`src/hw/atg_pkg.sv`:
```
package atg_pkg;

  // Clock and timing
  localparam int CLK_PERIOD_NS = 10;
  localparam int TMR_W         = 9;
  localparam int CNT_W         = 16;
  localparam int ADDR_W        = 8;
  localparam int DATA_W        = 32;

  // Scan marker high time, about 4 us
  localparam int SCAN_MARK_NS   = 4000;
  localparam int SCAN_MARK_CYC_I = (SCAN_MARK_NS + CLK_PERIOD_NS - 1) / CLK_PERIOD_NS;
  // Strobe low time, a least time, so round up
  localparam int STROBE_MIN_NS  = 500;
  localparam int STROBE_CYC_I   = (STROBE_MIN_NS + CLK_PERIOD_NS - 1) / CLK_PERIOD_NS;
  // Longest time from a convert falling edge to hold, rounded down
  localparam int HOLD_MAX_NS    = 100;
  localparam int HOLD_MAX_CYC   = HOLD_MAX_NS / CLK_PERIOD_NS;
  // Longest time from an update trigger falling edge to the update, rounded down
  localparam int DAC_UPD_MAX_NS = 100;
  localparam int DAC_UPD_MAX_CYC = DAC_UPD_MAX_NS / CLK_PERIOD_NS;
  // Low time driven on the shared convert net by the interval counter
  localparam int CONV_DRIVE_NS  = 100;
  localparam int CONV_DRIVE_CYC_I = (CONV_DRIVE_NS + CLK_PERIOD_NS - 1) / CLK_PERIOD_NS;

  localparam logic [TMR_W-1:0] SCAN_MARK_CYC  = TMR_W'(SCAN_MARK_CYC_I);
  localparam logic [TMR_W-1:0] STROBE_CYC     = TMR_W'(STROBE_CYC_I);
  localparam logic [TMR_W-1:0] CONV_DRIVE_CYC = TMR_W'(CONV_DRIVE_CYC_I);
  localparam logic [TMR_W-1:0] TMR_ZERO       = 9'h000;
  localparam logic [CNT_W-1:0] CNT_ONE        = 16'h0001;

  // Register byte offsets
  localparam logic [ADDR_W-1:0] OFF_CTRL     = 8'h00;
  localparam logic [ADDR_W-1:0] OFF_SCOUNT   = 8'h04;
  localparam logic [ADDR_W-1:0] OFF_INTERVAL = 8'h08;
  localparam logic [ADDR_W-1:0] OFF_CMD      = 8'h0c;
  localparam logic [ADDR_W-1:0] OFF_STATUS   = 8'h10;
  localparam logic [ADDR_W-1:0] OFF_STROBE   = 8'h14;

  // Control register fields
  localparam int CTRL_SCAN_EN     = 0;
  localparam int CTRL_PRETRIG     = 1;
  localparam int CTRL_TRIG_IGNORE = 2;
  localparam int CTRL_SOFT_GATE   = 3;
  localparam int CTRL_INT_PACE    = 4;
  localparam int CTRL_DAC_SRC     = 5;
  localparam int CTRL_DAC_WAVE    = 6;
  localparam int CTRL_W           = 7;

  // Command register fields
  localparam int CMD_START = 0;
  localparam int CMD_ABORT = 1;

  // Status register fields
  localparam int ST_ACTIVE    = 0;
  localparam int ST_PRETRIG   = 1;
  localparam int ST_GATE      = 2;
  localparam int ST_TRIG      = 3;
  localparam int ST_COUNT_LSB = 16;

  // Reset values
  localparam logic [CTRL_W-1:0] CTRL_RST     = 7'h00;
  localparam logic [CNT_W-1:0]  SCOUNT_RST   = 16'h0001;
  localparam logic [CNT_W-1:0]  INTERVAL_RST = 16'h0064;

  // Synchronised input lanes
  localparam int SYN_TRIG = 0;
  localparam int SYN_GATE = 1;
  localparam int SYN_CONV = 2;
  localparam int SYN_DAC  = 3;
  localparam int SYN_N    = 4;
  localparam logic [SYN_N-1:0] SYN_IDLE = 4'hf;

  typedef enum logic [1:0] {
    ACQ_IDLE,
    ACQ_PRE,
    ACQ_RUN
  } atg_acq_e;

endpackage : atg_pkg

```
`src/hw/atg_edge_sync.sv`:
```
`timescale 1ns/1ps
module atg_edge_sync (
  input  wire logic                      clk_sys,
  input  wire logic                      reset_n,
  input  wire logic [atg_pkg::SYN_N-1:0] asyncIn,
  output logic      [atg_pkg::SYN_N-1:0] level,
  output logic      [atg_pkg::SYN_N-1:0] fall
);

  typedef struct packed {
    logic [atg_pkg::SYN_N-1:0] meta;
    logic [atg_pkg::SYN_N-1:0] sync;
    logic [atg_pkg::SYN_N-1:0] prev;
  } atg_sync_s;

  atg_sync_s st;
  atg_sync_s next_st;

  // two-stage sync
  always_comb begin
    next_st      = st;
    next_st.meta = asyncIn;
    next_st.sync = st.meta;
    next_st.prev = st.sync;
  end

  // Inputs idle high, so reset to high to avoid a false edge at release
  always_ff @(posedge clk_sys) begin
    if (!reset_n) begin
      st <= '{meta: atg_pkg::SYN_IDLE, sync: atg_pkg::SYN_IDLE, prev: atg_pkg::SYN_IDLE};
    end else begin
      st <= next_st;
    end
  end

  assign level = st.sync;
  // edge from synced
  assign fall  = st.prev & ~st.sync;

  property p_fall_pulse;
    @(posedge clk_sys) disable iff (!reset_n)
      fall[atg_pkg::SYN_TRIG] |=> !fall[atg_pkg::SYN_TRIG];
  endproperty
  a_fall_pulse: assert property (p_fall_pulse)
    else $error("edge pulse lasted more than one cycle");

endmodule : atg_edge_sync

```
`src/hw/atg_timing.sv`:
```
`timescale 1ns/1ps
// Function
// Scan marker rises at the start of every conversion.
// Scan marker pulses only while scanning is enabled, low otherwise.
// Each scan marker pulse stays high about 4 us.
// Strobe register access emits one low latch pulse of at least 500 ns.
// Each low pulse on the convert request input starts one conversion.
// External convert pulses stay low at least 50 ns.
// External convert input stays high one conversion period between pulses.
// Converter enters hold within 100 ns of a convert falling edge.
// Interval counter drives the shared convert net only when pacing internally.
// No conversions outside a sequence or when either gate blocks.
// Trigger falling edge starts sample and interval counters.
// Pretrigger acquires after first edge, counts after second, ends at zero.
// First conversion comes within one sample interval of the trigger.
// External trigger stays high at least 50 ns before each falling edge.
// Internal start is ANDed with the trigger input level.
// A control setting ignores the external trigger input.
// Gate input low blocks conversions; high lets them proceed.
// External update trigger updates outputs only when selected and mode matches.
// Output update follows the trigger falling edge within 100 ns.
// External inputs are synchronised and edges taken from synced samples.
module atg_timing (
  input  wire logic                       clk_sys,
  input  wire logic                       reset_n,
  input  wire logic [atg_pkg::ADDR_W-1:0] paddr,
  input  wire logic                       psel,
  input  wire logic                       penable,
  input  wire logic                       pwrite,
  input  wire logic [atg_pkg::DATA_W-1:0] pwdata,
  output logic                            pready,
  output logic      [atg_pkg::DATA_W-1:0] prdata,
  output logic                            pslverr,
  input  wire logic                       acquisitionTriggerIn,
  input  wire logic                       conversionGateIn,
  input  wire logic                       convertRequestIn,
  output logic                            convertRequestOut,
  output logic                            convertRequestOeN,
  input  wire logic                       dacUpdateTriggerIn,
  output logic                            scanConversionMarker,
  output logic                            outboundLatchPulseN,
  output logic                            adcHoldStart,
  output logic                            dacUpdateStrobe
);

  typedef struct packed {
    atg_pkg::atg_acq_e                 acq;
    logic [atg_pkg::CTRL_W-1:0]        ctrl;
    logic [atg_pkg::CNT_W-1:0]         sampleLoad;
    logic [atg_pkg::CNT_W-1:0]         intervalLoad;
    logic [atg_pkg::CNT_W-1:0]         sampleCount;
    logic [atg_pkg::CNT_W-1:0]         intervalCount;
    logic [atg_pkg::TMR_W-1:0]         scanTimer;
    logic [atg_pkg::TMR_W-1:0]         strobeTimer;
    logic [atg_pkg::TMR_W-1:0]         convTimer;
    logic                              scanMarker;
    logic                              strobeN;
    logic                              convDrive;
    logic                              convOeN;
    logic                              holdStart;
    logic                              dacUpdate;
    logic                              ready;
    logic                              slvErr;
    logic [atg_pkg::DATA_W-1:0]        rdata;
  } atg_state_s;

  localparam int HOLD_WIN = atg_pkg::HOLD_MAX_CYC;
  localparam int DAC_WIN  = atg_pkg::DAC_UPD_MAX_CYC;

  atg_state_s                 st;
  atg_state_s                 next_st;
  logic [atg_pkg::SYN_N-1:0]  syncLevel;
  logic [atg_pkg::SYN_N-1:0]  syncFall;
  logic                       apbAccess;
  logic                       apbDone;
  logic                       regWrite;
  logic                       startCmd;
  logic                       abortCmd;
  logic                       trigFall;
  logic                       acqStart;
  logic                       convAllowed;
  logic                       intervalTick;
  logic                       convert_request_in;
  logic                       convStart;
  logic                       strobeAccess;
  logic [atg_pkg::DATA_W-1:0] statusWord;

  function automatic logic hit(input logic [atg_pkg::ADDR_W-1:0] a,
                               input logic [atg_pkg::ADDR_W-1:0] off);
    return a == off;
  endfunction : hit

  function automatic logic [atg_pkg::TMR_W-1:0] tick(input logic [atg_pkg::TMR_W-1:0] t);
    return (t == atg_pkg::TMR_ZERO) ? atg_pkg::TMR_ZERO : t - 9'h001;
  endfunction : tick

  atg_edge_sync u_sync (
    .clk_sys (clk_sys),
    .reset_n (reset_n),
    .asyncIn ({dacUpdateTriggerIn, convertRequestIn, conversionGateIn, acquisitionTriggerIn}),
    .level   (syncLevel),
    .fall    (syncFall)
  );

  // First access cycle registers the answer, second completes it
  assign apbAccess    = psel & penable & !st.ready;
  assign apbDone      = psel & penable & st.ready;
  assign regWrite     = apbDone & pwrite;
  assign startCmd     = regWrite & hit(paddr, atg_pkg::OFF_CMD) & pwdata[atg_pkg::CMD_START];
  assign abortCmd     = regWrite & hit(paddr, atg_pkg::OFF_CMD) & pwdata[atg_pkg::CMD_ABORT];
  // any access strobes
  assign strobeAccess = apbDone & hit(paddr, atg_pkg::OFF_STROBE);

  // trigger ignore
  assign trigFall = syncFall[atg_pkg::SYN_TRIG] & !st.ctrl[atg_pkg::CTRL_TRIG_IGNORE];
  // start when trigger edge or internal start with line high
  assign acqStart = (st.acq == atg_pkg::ACQ_IDLE) &
                    (trigFall | (startCmd & syncLevel[atg_pkg::SYN_TRIG]));

  // sequence and gates
  assign convAllowed = (st.acq != atg_pkg::ACQ_IDLE) & syncLevel[atg_pkg::SYN_GATE] &
                       !st.ctrl[atg_pkg::CTRL_SOFT_GATE];
  // interval expiry paces internally
  assign intervalTick = (st.acq != atg_pkg::ACQ_IDLE) & st.ctrl[atg_pkg::CTRL_INT_PACE] &
                        (st.intervalCount <= atg_pkg::CNT_ONE);
  // external pacing only when the counter is off the net
  assign convert_request_in   = !st.ctrl[atg_pkg::CTRL_INT_PACE] & syncFall[atg_pkg::SYN_CONV];
  assign convStart = convAllowed & (intervalTick | convert_request_in);

  always_comb begin
    statusWord = '0;
    statusWord[atg_pkg::ST_ACTIVE]  = st.acq != atg_pkg::ACQ_IDLE;
    statusWord[atg_pkg::ST_PRETRIG] = st.acq == atg_pkg::ACQ_PRE;
    statusWord[atg_pkg::ST_GATE]    = syncLevel[atg_pkg::SYN_GATE];
    statusWord[atg_pkg::ST_TRIG]    = syncLevel[atg_pkg::SYN_TRIG];
    statusWord[atg_pkg::ST_COUNT_LSB +: atg_pkg::CNT_W] = st.sampleCount;
  end

  always_comb begin
    next_st           = st;
    next_st.holdStart = 1'b0;
    next_st.dacUpdate = 1'b0;
    next_st.ready     = 1'b0;
    next_st.slvErr    = 1'b0;

    if (apbAccess) begin
      next_st.ready = 1'b1;
      next_st.rdata = '0;
      if (hit(paddr, atg_pkg::OFF_CTRL)) begin
        next_st.rdata[atg_pkg::CTRL_W-1:0] = st.ctrl;
      end else if (hit(paddr, atg_pkg::OFF_SCOUNT)) begin
        next_st.rdata[atg_pkg::CNT_W-1:0] = st.sampleLoad;
      end else if (hit(paddr, atg_pkg::OFF_INTERVAL)) begin
        next_st.rdata[atg_pkg::CNT_W-1:0] = st.intervalLoad;
      end else if (hit(paddr, atg_pkg::OFF_STATUS)) begin
        next_st.rdata = statusWord;
      end else if (!hit(paddr, atg_pkg::OFF_CMD) && !hit(paddr, atg_pkg::OFF_STROBE)) begin
        next_st.slvErr = 1'b1;
      end
    end

    if (regWrite && hit(paddr, atg_pkg::OFF_CTRL)) begin
      next_st.ctrl = pwdata[atg_pkg::CTRL_W-1:0];
    end
    if (regWrite && hit(paddr, atg_pkg::OFF_SCOUNT)) begin
      next_st.sampleLoad = pwdata[atg_pkg::CNT_W-1:0];
    end
    if (regWrite && hit(paddr, atg_pkg::OFF_INTERVAL)) begin
      next_st.intervalLoad = pwdata[atg_pkg::CNT_W-1:0];
    end

    // interval counter reloads each period
    if (st.acq != atg_pkg::ACQ_IDLE) begin
      next_st.intervalCount = (st.intervalCount <= atg_pkg::CNT_ONE) ?
                              st.intervalLoad : st.intervalCount - atg_pkg::CNT_ONE;
    end

    case (st.acq)
      atg_pkg::ACQ_IDLE: begin
        // load both counters
        if (acqStart) begin
          next_st.sampleCount   = st.sampleLoad;
          next_st.intervalCount = st.intervalLoad;
          next_st.acq = st.ctrl[atg_pkg::CTRL_PRETRIG] ? atg_pkg::ACQ_PRE : atg_pkg::ACQ_RUN;
        end
      end
      atg_pkg::ACQ_PRE: begin
        // second edge starts counting
        if (abortCmd) begin
          next_st.acq = atg_pkg::ACQ_IDLE;
        end else if (trigFall) begin
          next_st.acq = atg_pkg::ACQ_RUN;
        end
      end
      atg_pkg::ACQ_RUN: begin
        // ends at zero
        if (abortCmd) begin
          next_st.acq = atg_pkg::ACQ_IDLE;
        end else if (convStart) begin
          if (st.sampleCount <= atg_pkg::CNT_ONE) begin
            next_st.sampleCount = '0;
            next_st.acq         = atg_pkg::ACQ_IDLE;
          end else begin
            next_st.sampleCount = st.sampleCount - atg_pkg::CNT_ONE;
          end
        end
      end
      default: begin
        next_st.acq = atg_pkg::ACQ_IDLE;
      end
    endcase

    // hold request one cycle after the synced edge
    next_st.holdStart = convStart;

    // marker timer, forced low when scanning is off
    if (!st.ctrl[atg_pkg::CTRL_SCAN_EN]) begin
      next_st.scanTimer = atg_pkg::TMR_ZERO;
    end else if (convStart) begin
      next_st.scanTimer = atg_pkg::SCAN_MARK_CYC;
    end else begin
      next_st.scanTimer = tick(st.scanTimer);
    end
    next_st.scanMarker = next_st.scanTimer != atg_pkg::TMR_ZERO;

    // restarting keeps a single pulse at least the full width
    next_st.strobeTimer = strobeAccess ? atg_pkg::STROBE_CYC : tick(st.strobeTimer);
    next_st.strobeN     = next_st.strobeTimer == atg_pkg::TMR_ZERO;

    // counter drives the net low only when pacing internally
    if (!next_st.ctrl[atg_pkg::CTRL_INT_PACE]) begin
      next_st.convTimer = atg_pkg::TMR_ZERO;
    end else if (intervalTick && convAllowed) begin
      next_st.convTimer = atg_pkg::CONV_DRIVE_CYC;
    end else begin
      next_st.convTimer = tick(st.convTimer);
    end
    next_st.convDrive = next_st.convTimer == atg_pkg::TMR_ZERO;
    next_st.convOeN   = !next_st.ctrl[atg_pkg::CTRL_INT_PACE];

    // update on the synced falling edge
    next_st.dacUpdate = syncFall[atg_pkg::SYN_DAC] & !st.ctrl[atg_pkg::CTRL_DAC_SRC] &
                        st.ctrl[atg_pkg::CTRL_DAC_WAVE];
  end

  always_ff @(posedge clk_sys) begin
    if (!reset_n) begin
      st.acq           <= atg_pkg::ACQ_IDLE;
      st.ctrl          <= atg_pkg::CTRL_RST;
      st.sampleLoad    <= atg_pkg::SCOUNT_RST;
      st.intervalLoad  <= atg_pkg::INTERVAL_RST;
      st.sampleCount   <= '0;
      st.intervalCount <= '0;
      st.scanTimer     <= atg_pkg::TMR_ZERO;
      st.strobeTimer   <= atg_pkg::TMR_ZERO;
      st.convTimer     <= atg_pkg::TMR_ZERO;
      st.scanMarker    <= 1'b0;
      st.strobeN       <= 1'b1;
      st.convDrive     <= 1'b1;
      st.convOeN       <= 1'b1;
      st.holdStart     <= 1'b0;
      st.dacUpdate     <= 1'b0;
      st.ready         <= 1'b0;
      st.slvErr        <= 1'b0;
      st.rdata         <= '0;
    end else begin
      st <= next_st;
    end
  end

  assign pready               = st.ready;
  assign prdata               = st.rdata;
  assign pslverr              = st.slvErr;
  assign convertRequestOut    = st.convDrive;
  assign convertRequestOeN    = st.convOeN;
  assign scanConversionMarker = st.scanMarker;
  assign outboundLatchPulseN  = st.strobeN;
  assign adcHoldStart         = st.holdStart;
  assign dacUpdateStrobe      = st.dacUpdate;

  // Helper counters for pulse widths longer than a repetition can express
  logic [atg_pkg::CNT_W-1:0] scanHighCnt;
  logic [atg_pkg::CNT_W-1:0] strobeLowCnt;
  always_ff @(posedge clk_sys) begin
    if (!reset_n) begin
      scanHighCnt  <= '0;
      strobeLowCnt <= '0;
    end else begin
      scanHighCnt  <= (scanConversionMarker && !convStart) ? scanHighCnt + atg_pkg::CNT_ONE : '0;
      strobeLowCnt <= !outboundLatchPulseN ? strobeLowCnt + atg_pkg::CNT_ONE : '0;
    end
  end

  property p_scan_rise;
    @(posedge clk_sys) disable iff (!reset_n)
      convStart && st.ctrl[atg_pkg::CTRL_SCAN_EN] |=> scanConversionMarker;
  endproperty
  a_scan_rise: assert property (p_scan_rise)
    else $error("scan marker not high after conversion start");

  property p_scan_off;
    @(posedge clk_sys) disable iff (!reset_n)
      scanConversionMarker |-> $past(st.ctrl[atg_pkg::CTRL_SCAN_EN]);
  endproperty
  a_scan_off: assert property (p_scan_off)
    else $error("scan marker high while scanning disabled");

  property p_scan_width;
    @(posedge clk_sys) disable iff (!reset_n)
      $fell(scanConversionMarker) && $past(st.ctrl[atg_pkg::CTRL_SCAN_EN])
        |-> scanHighCnt == 16'(atg_pkg::SCAN_MARK_CYC_I);
  endproperty
  a_scan_width: assert property (p_scan_width)
    else $error("scan marker width wrong");

  property p_strobe_start;
    @(posedge clk_sys) disable iff (!reset_n)
      strobeAccess |=> !outboundLatchPulseN [*8];
  endproperty
  a_strobe_start: assert property (p_strobe_start)
    else $error("strobe access gave no low pulse");

  property p_strobe_width;
    @(posedge clk_sys) disable iff (!reset_n)
      $rose(outboundLatchPulseN) |-> strobeLowCnt >= 16'(atg_pkg::STROBE_CYC_I);
  endproperty
  a_strobe_width: assert property (p_strobe_width)
    else $error("latch pulse shorter than minimum");

  property p_ext_conv;
    @(posedge clk_sys) disable iff (!reset_n)
      convert_request_in && convAllowed |=> adcHoldStart;
  endproperty
  a_ext_conv: assert property (p_ext_conv)
    else $error("convert request pulse started no conversion");

  property p_hold_delay;
    @(posedge clk_sys) disable iff (!reset_n)
      $fell(convertRequestIn) && !st.ctrl[atg_pkg::CTRL_INT_PACE] && convAllowed &&
      conversionGateIn |-> ##[1:HOLD_WIN] adcHoldStart;
  endproperty
  a_hold_delay: assert property (p_hold_delay)
    else $error("hold not reached within the allowed time");

  property p_net_drive;
    @(posedge clk_sys) disable iff (!reset_n)
      !convertRequestOut |-> !convertRequestOeN && $past(st.ctrl[atg_pkg::CTRL_INT_PACE]);
  endproperty
  a_net_drive: assert property (p_net_drive)
    else $error("convert net driven while paced externally");

  property p_conv_gated;
    @(posedge clk_sys) disable iff (!reset_n)
      adcHoldStart |-> $past(convAllowed);
  endproperty
  a_conv_gated: assert property (p_conv_gated)
    else $error("conversion outside sequence or while gated");

  property p_gate_low;
    @(posedge clk_sys) disable iff (!reset_n)
      !syncLevel[atg_pkg::SYN_GATE] |=> !adcHoldStart;
  endproperty
  a_gate_low: assert property (p_gate_low)
    else $error("conversion while gate input low");

  property p_trig_start;
    @(posedge clk_sys) disable iff (!reset_n)
      st.acq == atg_pkg::ACQ_IDLE && trigFall |=> st.acq != atg_pkg::ACQ_IDLE;
  endproperty
  a_trig_start: assert property (p_trig_start)
    else $error("trigger edge did not start acquisition");

  property p_pretrig_hold;
    @(posedge clk_sys) disable iff (!reset_n)
      st.acq == atg_pkg::ACQ_PRE |=> $stable(st.sampleCount);
  endproperty
  a_pretrig_hold: assert property (p_pretrig_hold)
    else $error("sample count moved before second trigger");

  property p_int_start_and;
    @(posedge clk_sys) disable iff (!reset_n)
      st.acq == atg_pkg::ACQ_IDLE && !syncLevel[atg_pkg::SYN_TRIG] && !trigFall
        |=> st.acq == atg_pkg::ACQ_IDLE;
  endproperty
  a_int_start_and: assert property (p_int_start_and)
    else $error("sequence started while trigger line low");

  property p_trig_ignore;
    @(posedge clk_sys) disable iff (!reset_n)
      st.acq == atg_pkg::ACQ_IDLE && st.ctrl[atg_pkg::CTRL_TRIG_IGNORE] && !startCmd
        |=> st.acq == atg_pkg::ACQ_IDLE;
  endproperty
  a_trig_ignore: assert property (p_trig_ignore)
    else $error("ignored trigger started a sequence");

  property p_dac_select;
    @(posedge clk_sys) disable iff (!reset_n)
      dacUpdateStrobe |-> $past(!st.ctrl[atg_pkg::CTRL_DAC_SRC] && st.ctrl[atg_pkg::CTRL_DAC_WAVE]);
  endproperty
  a_dac_select: assert property (p_dac_select)
    else $error("output update while not selected");

  property p_dac_delay;
    @(posedge clk_sys) disable iff (!reset_n)
      $fell(dacUpdateTriggerIn) && !st.ctrl[atg_pkg::CTRL_DAC_SRC] &&
      st.ctrl[atg_pkg::CTRL_DAC_WAVE] |-> ##[1:DAC_WIN] dacUpdateStrobe;
  endproperty
  a_dac_delay: assert property (p_dac_delay)
    else $error("output update late after trigger edge");

  c_ext_conv: cover property (@(posedge clk_sys) disable iff (!reset_n) convert_request_in && convAllowed);
  c_pre_run: cover property (@(posedge clk_sys) disable iff (!reset_n)
    st.acq == atg_pkg::ACQ_PRE ##1 st.acq == atg_pkg::ACQ_RUN);
  c_strobe: cover property (@(posedge clk_sys) disable iff (!reset_n) strobeAccess);
  c_dac: cover property (@(posedge clk_sys) disable iff (!reset_n) dacUpdateStrobe);

endmodule : atg_timing

```
`config.mk`:
```
export PLATFORM = sky130hd
export DESIGN_NAME = atg_timing
export DESIGN_NICKNAME = d
export VERILOG_FILES = /design/src/hw/atg_pkg.sv /design/src/hw/atg_edge_sync.sv /design/src/hw/atg_timing.sv
export SDC_FILE = /design/constraint.sdc
export NUM_CORES = 1
export LEC_CHECK = 0
export ABC_AREA = 1
export BUFFER_PORTS_ARGS = -buffer_cell sky130_fd_sc_hd__buf_2
export CAP_MARGIN = 20
export CORE_ASPECT_RATIO = 1.75
export CORE_MARGIN = 5
export CORE_UTILIZATION = 59
export CTS_BUF_LIST = sky130_fd_sc_hd__clkbuf_4 sky130_fd_sc_hd__clkbuf_8 sky130_fd_sc_hd__clkbuf_16
export CTS_CLUSTER_DIAMETER = 30
export DETAILED_ROUTE_END_ITERATION = 7
export GPL_TIMING_DRIVEN = 0
export PLACE_DENSITY_LB_ADDON = 0.12
export SLEW_MARGIN = 20
export SYNTH_ARGS = -nofsm -noshare
export SYNTH_HDL_FRONTEND = slang
export SYNTH_HIERARCHICAL = 1
export SYNTH_SLANG_ARGS = --single-unit
```
`constraint.sdc`:
```
create_clock -name clk_sys -period 2.1 [get_ports clk_sys]
set_clock_uncertainty 0.1 [all_clocks]
set_input_delay 0.315 -clock clk_sys [delete_from_list [all_inputs] [get_ports clk_sys]]
set_output_delay 0.315 -clock clk_sys [all_outputs]
set_load 0.02 [all_outputs]
```
==> run_results.csv, run 1 <==
group,metric,value,unit
status,run_status,"completed",
timing,finalCritPeriodShare,93.5,%
floorplanning,core-area,12900,µm²
layout,fin_cells,1404,
clocking,cts_tree,"yes",
pwr,p_per_area,1090,nW/µm²
critical_path,cp-end-kind,"flip-flop",
pwr,ir_worst_vdd,0.702,mV
placed_design,routabilityCongestion,1.06,
global_route,grt_max_degree,17,
layout,drive_above_1_share,17.4,%
global_route,grt_pass1_wl,35.8,mm
timing,finalWorstSetupSlack,136,ps
layout,antenna_cells,0,
critical_path,required,2320,ps
detailed_routing,vias,7462,
clocking,numCtsBuffers,17,
layout,utilization,70.1,%
critical_path,slowest_delay,350,ps
placed_design,port_buffers,72,
critical_path,critPathLaunchType,"flip-flop",
floorplanning,rows,55,
global_route,grt_usage,30.5,%
global_route,grt_pass1_vias,7354,
placed_design,hpwl,17.7,mm
timing,timing.hold.ws,34.1,ps
detailed_routing,viasPerCell,5.31,
detailed_routing,drt-total-wl,22.8,mm
layout,nets,1276,
timing,setup_viol,0,
critical_path,slowest_stage,"dfxtp_1",
floorplanning,initial_utilization,59.6,%
clocking,h-tree-depth,4,
layout,nFillCells,1220,
floorplanning,die_y,161,µm
global_route,antenna_found_initial,0,
synth,synth_fp_nets,1176,
floorplanning,die_area,15500,µm²
critical_path,cp.arrival,2190,ps
detailed_routing,dr.pass1.iters,5,
timing,fmax,509,MHz
detailed_routing,drt_iter0_drc,454,
clocking,clk_pin_slew,70,ps
synth,synth_area_per_cell,6.85,µm²
clocking,clockRootBuffer,"clkbuf_16",
synth,netlist_area,7670,µm²
clocking,clock_latency,420,ps
clocking,cts.sinks,151,
synth,synth_cells,1120,
critical_path,path_class,"reg -> reg",
floorplanning,pin_count,89,
pwr,p_leak,0.00424,µW
floorplanning,die_x,96.2,µm
timing,slew-limit-headroom,46.0,%
timing,slew_viol_final,0,
critical_path,crit_chain,"inv_2, ha_4, inv_1, nand2_1, nand2_1, nor2_4, nand3_4, nand2_8, inv_2, nand2_2, nand2_4, clkbuf_4, nor2_1, nor2_1",
detailed_routing,routedWlPerCell,16.2,µm
detailed_routing,drcViolationCount,0,
min_path,hold_path_class,"in -> reg",
timing,period_needed,1960,ps
detailed_routing,ant_nets,0,
placed_design,place_inst,1363,
layout,syn2layout_area_growth,17.6,%
timing,worstMarginPinSlew,802,ps
clocking,clk_path_buf_depth,2,
timing,final_hold_viol_count,0,
flow_run,cap_violations,0,
global_route,overflow,0,
synth,ys_warn_count,6,
critical_path,path_max_fanout,10,
placed_design,place_ws,-68.7,ps
## critical path, delay by kind of cell, from the launching register on
family                   cells  cell delay [ps]
buffers and inverters        4              410
AND/OR/NAND/NOR              9              850
adder cells (fa/ha/maj)      1              150
flip-flops                   1              350
## final cells by class
class / count / area [µm²] / share of cell area [%]
inverter: 141 / 529 / 5.87
clock buffer: 20 / 454 / 5.04
multi-input combinational: 754 / 3740 / 41.5
sequential: 151 / 3020 / 33.5
timing repair buffer: 81 / 438 / 4.86
tap: 171 / 214 / 2.37
buffer: 74 / 450 / 5.00
clock inverter: 12 / 166 / 1.85
## flip-flops by register name, indices dropped and copies added, names as in the netlist
register,count
prdata,32
pready,1
scanConversionMarker,1
convertRequestOeN,1
u_sync/st,3
dacUpdateStrobe,1
outboundLatchPulseN,1
st,100
convertRequestOut,1
u_sync/next_st,4
u_sync/level,4
adcHoldStart,1
pslverr,1
## metrics by stage
step,power (µW),TNS (ps),area (µm²)
3_5_place_dp,6540,-259,8240
2_1_floorplan,5800,0,7670
4_1_cts,9770,0,8910
3_3_place_gp,6490,-211,8240
5_1_grt,10400,-0.910,9020
6_report,9870,0,9020
## layer usage
metal	global-route usage, %	part of all wire (%)	vias up
li1	-	-	3739
met1	29.2	35	3439
met2	54.9	53	203
met3	5.67	3.9	81
met4	22.9	7.9	0
met5	0	0	-
## cell usage in the layout (no fill, tap or decap), drive strengths merged, types with 6 or more instances in the layout
| cell | n |
|---|---|
| clkbuf | 44 |
| nor3 | 11 |
| o21ai | 79 |
| ha | 7 |
| nand3 | 93 |
| xnor2 | 6 |
| nor2 | 183 |
| nand4 | 6 |
| dfxtp | 151 |
| xor2 | 24 |
| o211ai | 14 |
| nand2 | 234 |
| buf | 127 |
| a21oi | 72 |
| inv | 144 |
## worst paths after layout
check | start | endpoint | slack (ps) | cells after the start
worst max-delay path | st[67] | st[97] | 140 | 14
worst min-delay path | pwdata[12] | st[111] | 30 | 3
worst max register to register | st[67] | st[97] | 140 | 14
worst min register to register | u_sync/next_st[4] | u_sync/level[0] | 300 | 2
## power breakdown
group	internal, µW	switching [µW]	leakage, µW	total, µW
Sequential	3100	243	0.00123	3340
Combinational	1140	2170	0.00272	3310
Clock	1950	1270	0.000299	3220
## timing repair
action	in CTS	in global routing
setup buffers	0	5
resized for setup	1	19
pin swaps	0	3
setup endpoints to repair	1	31
hold endpoints to repair	4	0
hold buffers	4	0
Note: power is estimated with default switching activity, not from simulation.
==> run 2: changes to the inputs <==
RECOVER_POWER = 25   (was not set)
==> run 2 against run 1 <==
  * First-iteration DRC count down 0.22%
  * Global-route usage unchanged
  * Routed wire length is essentially flat
  * Largest power group unchanged
  * Worst hold slack lost 0.68 ps
  * Final area shrank 0.46%
  * Critical path type unchanged
  * Critical path depth down 5
  * Register-to-register slack hardly changed
  * Die area is the same
  * Non-clock buffer count is the same
  * Sequential cell count is the same
  * Highest routed layer unchanged
==> run_results.csv, run 2 (synthesized netlist as in run 1, its figures left out) <==
group,metric,value,unit
status,run_status,"completed",
clocking,numCtsBuffers,17,
floorplanning,initial_utilization,59.6,%
floorplanning,die_area,15500,µm²
clocking,clock_latency,420,ps
timing,setup_viol,0,
critical_path,cp-end-kind,"flip-flop",
critical_path,worst-path-buf-inv,3,
layout,antenna_cells,0,
critical_path,crit_chain,"inv_1, ha_1, o21a_1, a21boi_4, inv_2, buf_6, o21ai_0, nor2_2, nor2_1",
pwr,p_leak,0.00411,µW
floorplanning,core-area,12900,µm²
floorplanning,die_y,161,µm
global_route,grt_max_degree,17,
timing,fmax,509,MHz
clocking,cts_tree,"yes",
layout,finalInstanceArea,8970,µm²
pwr,p_per_area,1100,nW/µm²
clocking,cts.sinks,151,
floorplanning,die_x,96.2,µm
global_route,grt_usage,30.5,%
placed_design,routabilityCongestion,1.06,
critical_path,cp.arrival,2220,ps
timing,period_needed,1960,ps
detailed_routing,drcViolationCount,0,
flow_run,cap_violations,0,
layout,drive_above_1_share,14.8,%
critical_path,slowest_stage,"dfxtp_1",
critical_path,required,2360,ps
detailed_routing,dr.pass1.iters,5,
detailed_routing,drt_iter0_drc,453,
detailed_routing,viasPerCell,5.31,
clocking,clockRootBuffer,"clkbuf_16",
clocking,h-tree-depth,4,
critical_path,slowest_delay,400,ps
detailed_routing,vias,7453,
layout,largest_reg_flops,100,
detailed_routing,drt-total-wl,22.8,mm
clocking,clk_path_buf_depth,2,
global_route,grt_pass1_wl,35.8,mm
pwr,ir_worst_vdd,0.702,mV
critical_path,path_class,"reg -> reg",
timing,timing.hold.ws,33.4,ps
global_route,overflow,0,
floorplanning,rows,55,
clocking,clk_pin_slew,70,ps
critical_path,crit_family,"compound AO/OA/AOI/OAI gates",
critical_path,critPathLaunchType,"flip-flop",
critical_path,path_max_fanout,10,
placed_design,port_buffers,72,
layout,syn2layout_area_growth,17.0,%
detailed_routing,ant_nets,0,
timing,final_hold_viol_count,0,
layout,mostFrequentLayoutCell,"nand2_1",
timing,worstMarginPinSlew,793,ps
detailed_routing,routedWlPerCell,16.3,µm
layout,most-common-layout-cells,"nand2_1, nor2_1, dfxtp_1, inv_1, nand3_1",
placed_design,hpwl,17.7,mm
timing,finalCritPeriodShare,93.6,%
timing,slew-limit-headroom,46.6,%
global_route,grt_pass1_vias,7354,
layout,nFillCells,1245,
timing,slew_viol_final,0,
placed_design,placed_area,8240,µm²
layout,regMostFlops,"st",
layout,nets,1276,
global_route,antenna_found_initial,0,
floorplanning,pin_count,89,
min_path,hold_path_class,"in -> reg",
[run 2: routing by layer]
| layer | vias to the layer above | GRT usage [%] | routed length [µm] |
|---|---|---|---|
| met4 | 0 | 22.9 | 1770 |
| met1 | 3423 | 29.2 | 7920 |
| met2 | 213 | 54.9 | 12200 |
| li1 | 3739 | - | - |
| met5 | - | 0 | 0 |
| met3 | 78 | 5.67 | 951 |
[run 2: worst paths after layout]
| check | from | to | slack [ps] | depth (start not counted) |
|---|---|---|---|---|
| max reg2reg | st[84] | st[91] | 140 | 9 |
| min reg2reg | u_sync/next_st[4] | u_sync/level[0] | 300 | 2 |
| min | pwdata[12] | st[111] | 30 | 3 |
| max | st[84] | st[91] | 140 | 9 |
[run 2: metrics by stage]
stage	std cells	utilization (%)	total power, µW	setup TNS, ps	setup slack [ps]
floorplan	1120	-	5800	0	353
global placement	1363	64.1	6490	-211	-57.5
detailed placement	1363	64.1	6540	-259	-68.7
CTS	1399	69.2	9770	0	16.7
global route	1404	69.7	10400	-0.910	-0.910
finish	1404	69.7	9870	0	135
[run 2: power breakdown]
part           switching (µW)  internal (µW)  total (µW)
Clock                    1270           1950        3220
Sequential                243           3100        3340
Combinational            2170           1140        3310
[run 2: final cells by class]
cell class	count	area, µm²	area share, %
clock buffer	20	454	5.06
tap	171	214	2.38
sequential	151	3020	33.7
clock inverter	12	166	1.85
buffer	74	450	5.02
timing repair buffer	81	397	4.42
inverter	141	529	5.90
multi-input combinational	754	3740	41.7
[run 2: timing repair]
action	in CTS	in global routing
resized for setup	1	19
buffers inserted	0	5
endpoints found under the hold margin	4	0
pin swaps	0	3
endpoints found under the setup margin	1	31
hold buffers	4	0
[run 2: tightest hold or removal path, stage by stage]
cell and delay [ps]:
buf_2 90, nor2_1 40, nor2_1 80
==> run 3: changes to the inputs <==
CTS_BUF_LIST = not set   (was sky130_fd_sc_hd__clkbuf_4 sky130_fd_sc_hd__clkbuf_8 sky130_fd_sc_hd__clkbuf_16)
==> run 3 against run 2 <==
  * Routed wire length increased by 0.64%
  * Sequential power about the same
  * Sequential cell count unchanged
  * Critical path depth unchanged
  * Worst hold slack improved by 4.2 ps
  * Global-route usage about the same
  * Core utilization decreased by 0.058 points
  * Count of clock-buffer cells in the layout unchanged
  * Final cell count unchanged
  * Fmax decreased by 0.28%
  * Clock power about the same
  * Combinational power about the same
  * Largest power group unchanged
  * Highest routed layer unchanged
==> run_results.csv, run 3 (synthesized netlist as in run 1, its figures left out) <==
group,metric,value,unit
status,run_status,"completed",
pwr,power_frac_seq,33.9,%
detailed_routing,dr.pass1.iters,5,
detailed_routing,ant_nets,0,
flow_run,cap_violations,0,
clocking,clk_path_buf_depth,2,
layout,nets,1276,
global_route,antenna_found_initial,0,
critical_path,path_max_fanout,10,
timing,worstMarginPinSlew,831,ps
layout,nFillCells,1247,
global_route,grt_max_degree,17,
critical_path,slowest_delay,400,ps
detailed_routing,vias,7507,
layout,most-common-layout-cells,"nand2_1, nor2_1, dfxtp_1, inv_1, nand3_1",
clocking,numCtsBuffers,17,
timing,finalCritPeriodShare,93.8,%
timing,fin_setup_tns,0,ps
pwr,power_switching,3680,µW
global_route,overflow,0,
timing,setup_viol,0,
placed_design,port_buffers,72,
pwr,p_int,6160,µW
critical_path,required,2350,ps
global_route,grt_pass1_vias,7351,
layout,regMostFlops,"st",
placed_design,routabilityCongestion,1.06,
floorplanning,core-area,12900,µm²
floorplanning,pin_count,89,
pwr,ir_worst_vdd,0.699,mV
pwr,p_per_area,1100,nW/µm²
clocking,h-tree-depth,4,
detailed_routing,drt_iter0_drc,448,
detailed_routing,viasPerCell,5.35,
clocking,cts.sinks,151,
floorplanning,initial_utilization,59.6,%
critical_path,slowest_stage,"dfxtp_1",
layout,drive_above_1_share,14.6,%
clocking,clockRootBuffer,"clkbuf_16",
timing,timing.hold.ws,37.6,ps
critical_path,path_class,"reg -> reg",
min_path,whs_path_depth,3,
critical_path,critPathLaunchType,"flip-flop",
timing,period_needed,1970,ps
pwr,clockPowerShare,32.5,%
layout,largest_reg_flops,100,
critical_path,cp-end-kind,"flip-flop",
layout,antenna_cells,0,
floorplanning,die_area,15500,µm²
layout,mostFrequentLayoutCell,"nand2_1",
detailed_routing,drt-total-wl,23.0,mm
floorplanning,rows,55,
min_path,hold_path_class,"in -> reg",
pwr,p_comb_share,33.6,%
floorplanning,die_y,161,µm
placed_design,hpwl,17.7,mm
clocking,clock_latency,420,ps
timing,slew_viol_final,0,
pwr,switching_share,37.4,%
timing,fmax,507,MHz
detailed_routing,routedWlPerCell,16.4,µm
critical_path,cp.arrival,2230,ps
detailed_routing,drcViolationCount,0,
global_route,grt_pass1_wl,35.8,mm
global_route,grt_usage,30.5,%
critical_path,crit_chain,"inv_1, ha_1, o21a_1, a21boi_4, inv_2, buf_6, o21ai_0, nor2_2, nor2_1",
pwr,p_leak,0.00410,µW
critical_path,r2r_cells,9,
timing,slew-limit-headroom,44.0,%
clocking,clk_pin_slew,60,ps
clocking,cts_tree,"yes",
floorplanning,die_x,96.2,µm
timing,final_hold_viol_count,0,
layout,syn2layout_area_growth,16.9,%
[run 3: cell count changes in the layout (fill, tap and decap cells not counted)]
| cell | previous run | this run |
|---|---|---|
| clkbuf_1 | 57 | 59 |
| clkbuf_4 | 3 | 1 |
[run 3: metal layers]
metal | global-route usage, % | up-vias | part of all wire, %
met4 | 22.9 | 0 | 7.9
met5 | 0 | - | 0
met2 | 54.9 | 217 | 53
met1 | 29.3 | 3466 | 35
li1 | - | 3741 | -
met3 | 5.67 | 83 | 4.1
[run 3: stage by stage]
| stage | utilization (%) | power, µW | setup WS, ps | instances | cell area (µm²) |
|---|---|---|---|---|---|
| after floorplan | - | 5800 | 353 | 1120 | 7670 |
| after global placement | 64.1 | 6490 | -57.5 | 1363 | 8240 |
| after detailed placement | 64.1 | 6540 | -68.7 | 1363 | 8240 |
| after CTS | 69.2 | 9740 | 16.7 | 1399 | 8900 |
| after global routing | 69.7 | 10400 | -0.906 | 1404 | 8970 |
| final | 69.7 | 9850 | 129 | 1404 | 8970 |
[run 3: final cells by class]
type                            instances  area (µm²)  area share, %
Tap cell                              171         214           2.39
Clock buffer                           20         447           4.98
Multi-Input combinational cell        754        3740           41.7
Buffer                                 74         450           5.02
Clock inverter                         12         166           1.86
Inverter                              141         529           5.90
Sequential cell                       151        3020           33.7
Timing Repair Buffer                   81         397           4.42
[run 3: worst max-delay path, delay by kind of cell (launching register included)]
family,cells,cell delay [ps]
buffers and inverters,3,330
AO/OA/AOI/OAI,3,680
flip-flops,1,400
adder cells (fa/ha/maj),1,250
AND/OR/NAND/NOR,2,150
[run 3: worst paths after layout]
path	from	endpoint	slack (ps)
max	st[84]	st[91]	130
min	pwdata[12]	st[111]	40
max reg2reg	st[84]	st[91]	130
min reg2reg	u_sync/next_st[4]	u_sync/level[0]	310
[run 3: power by group through the flow]
stage	registers [µW]	logic [µW]	clock network, µW
finish	3340	3310	3200
global route	3360	3680	3370
CTS	3330	3200	3210
detailed placement	3390	3150	0
global placement	3390	3100	0
floorplan	3330	2480	0
[run 3: what timing repair did]
| action | in CTS | in global routing |
|---|---|---|
| hold buffers | 4 | 0 |
| endpoints found under the hold margin | 4 | 0 |
| endpoints found under the setup margin | 1 | 31 |
| gates resized for setup | 1 | 19 |
| pin swaps | 0 | 3 |
| buffers inserted | 0 | 5 |
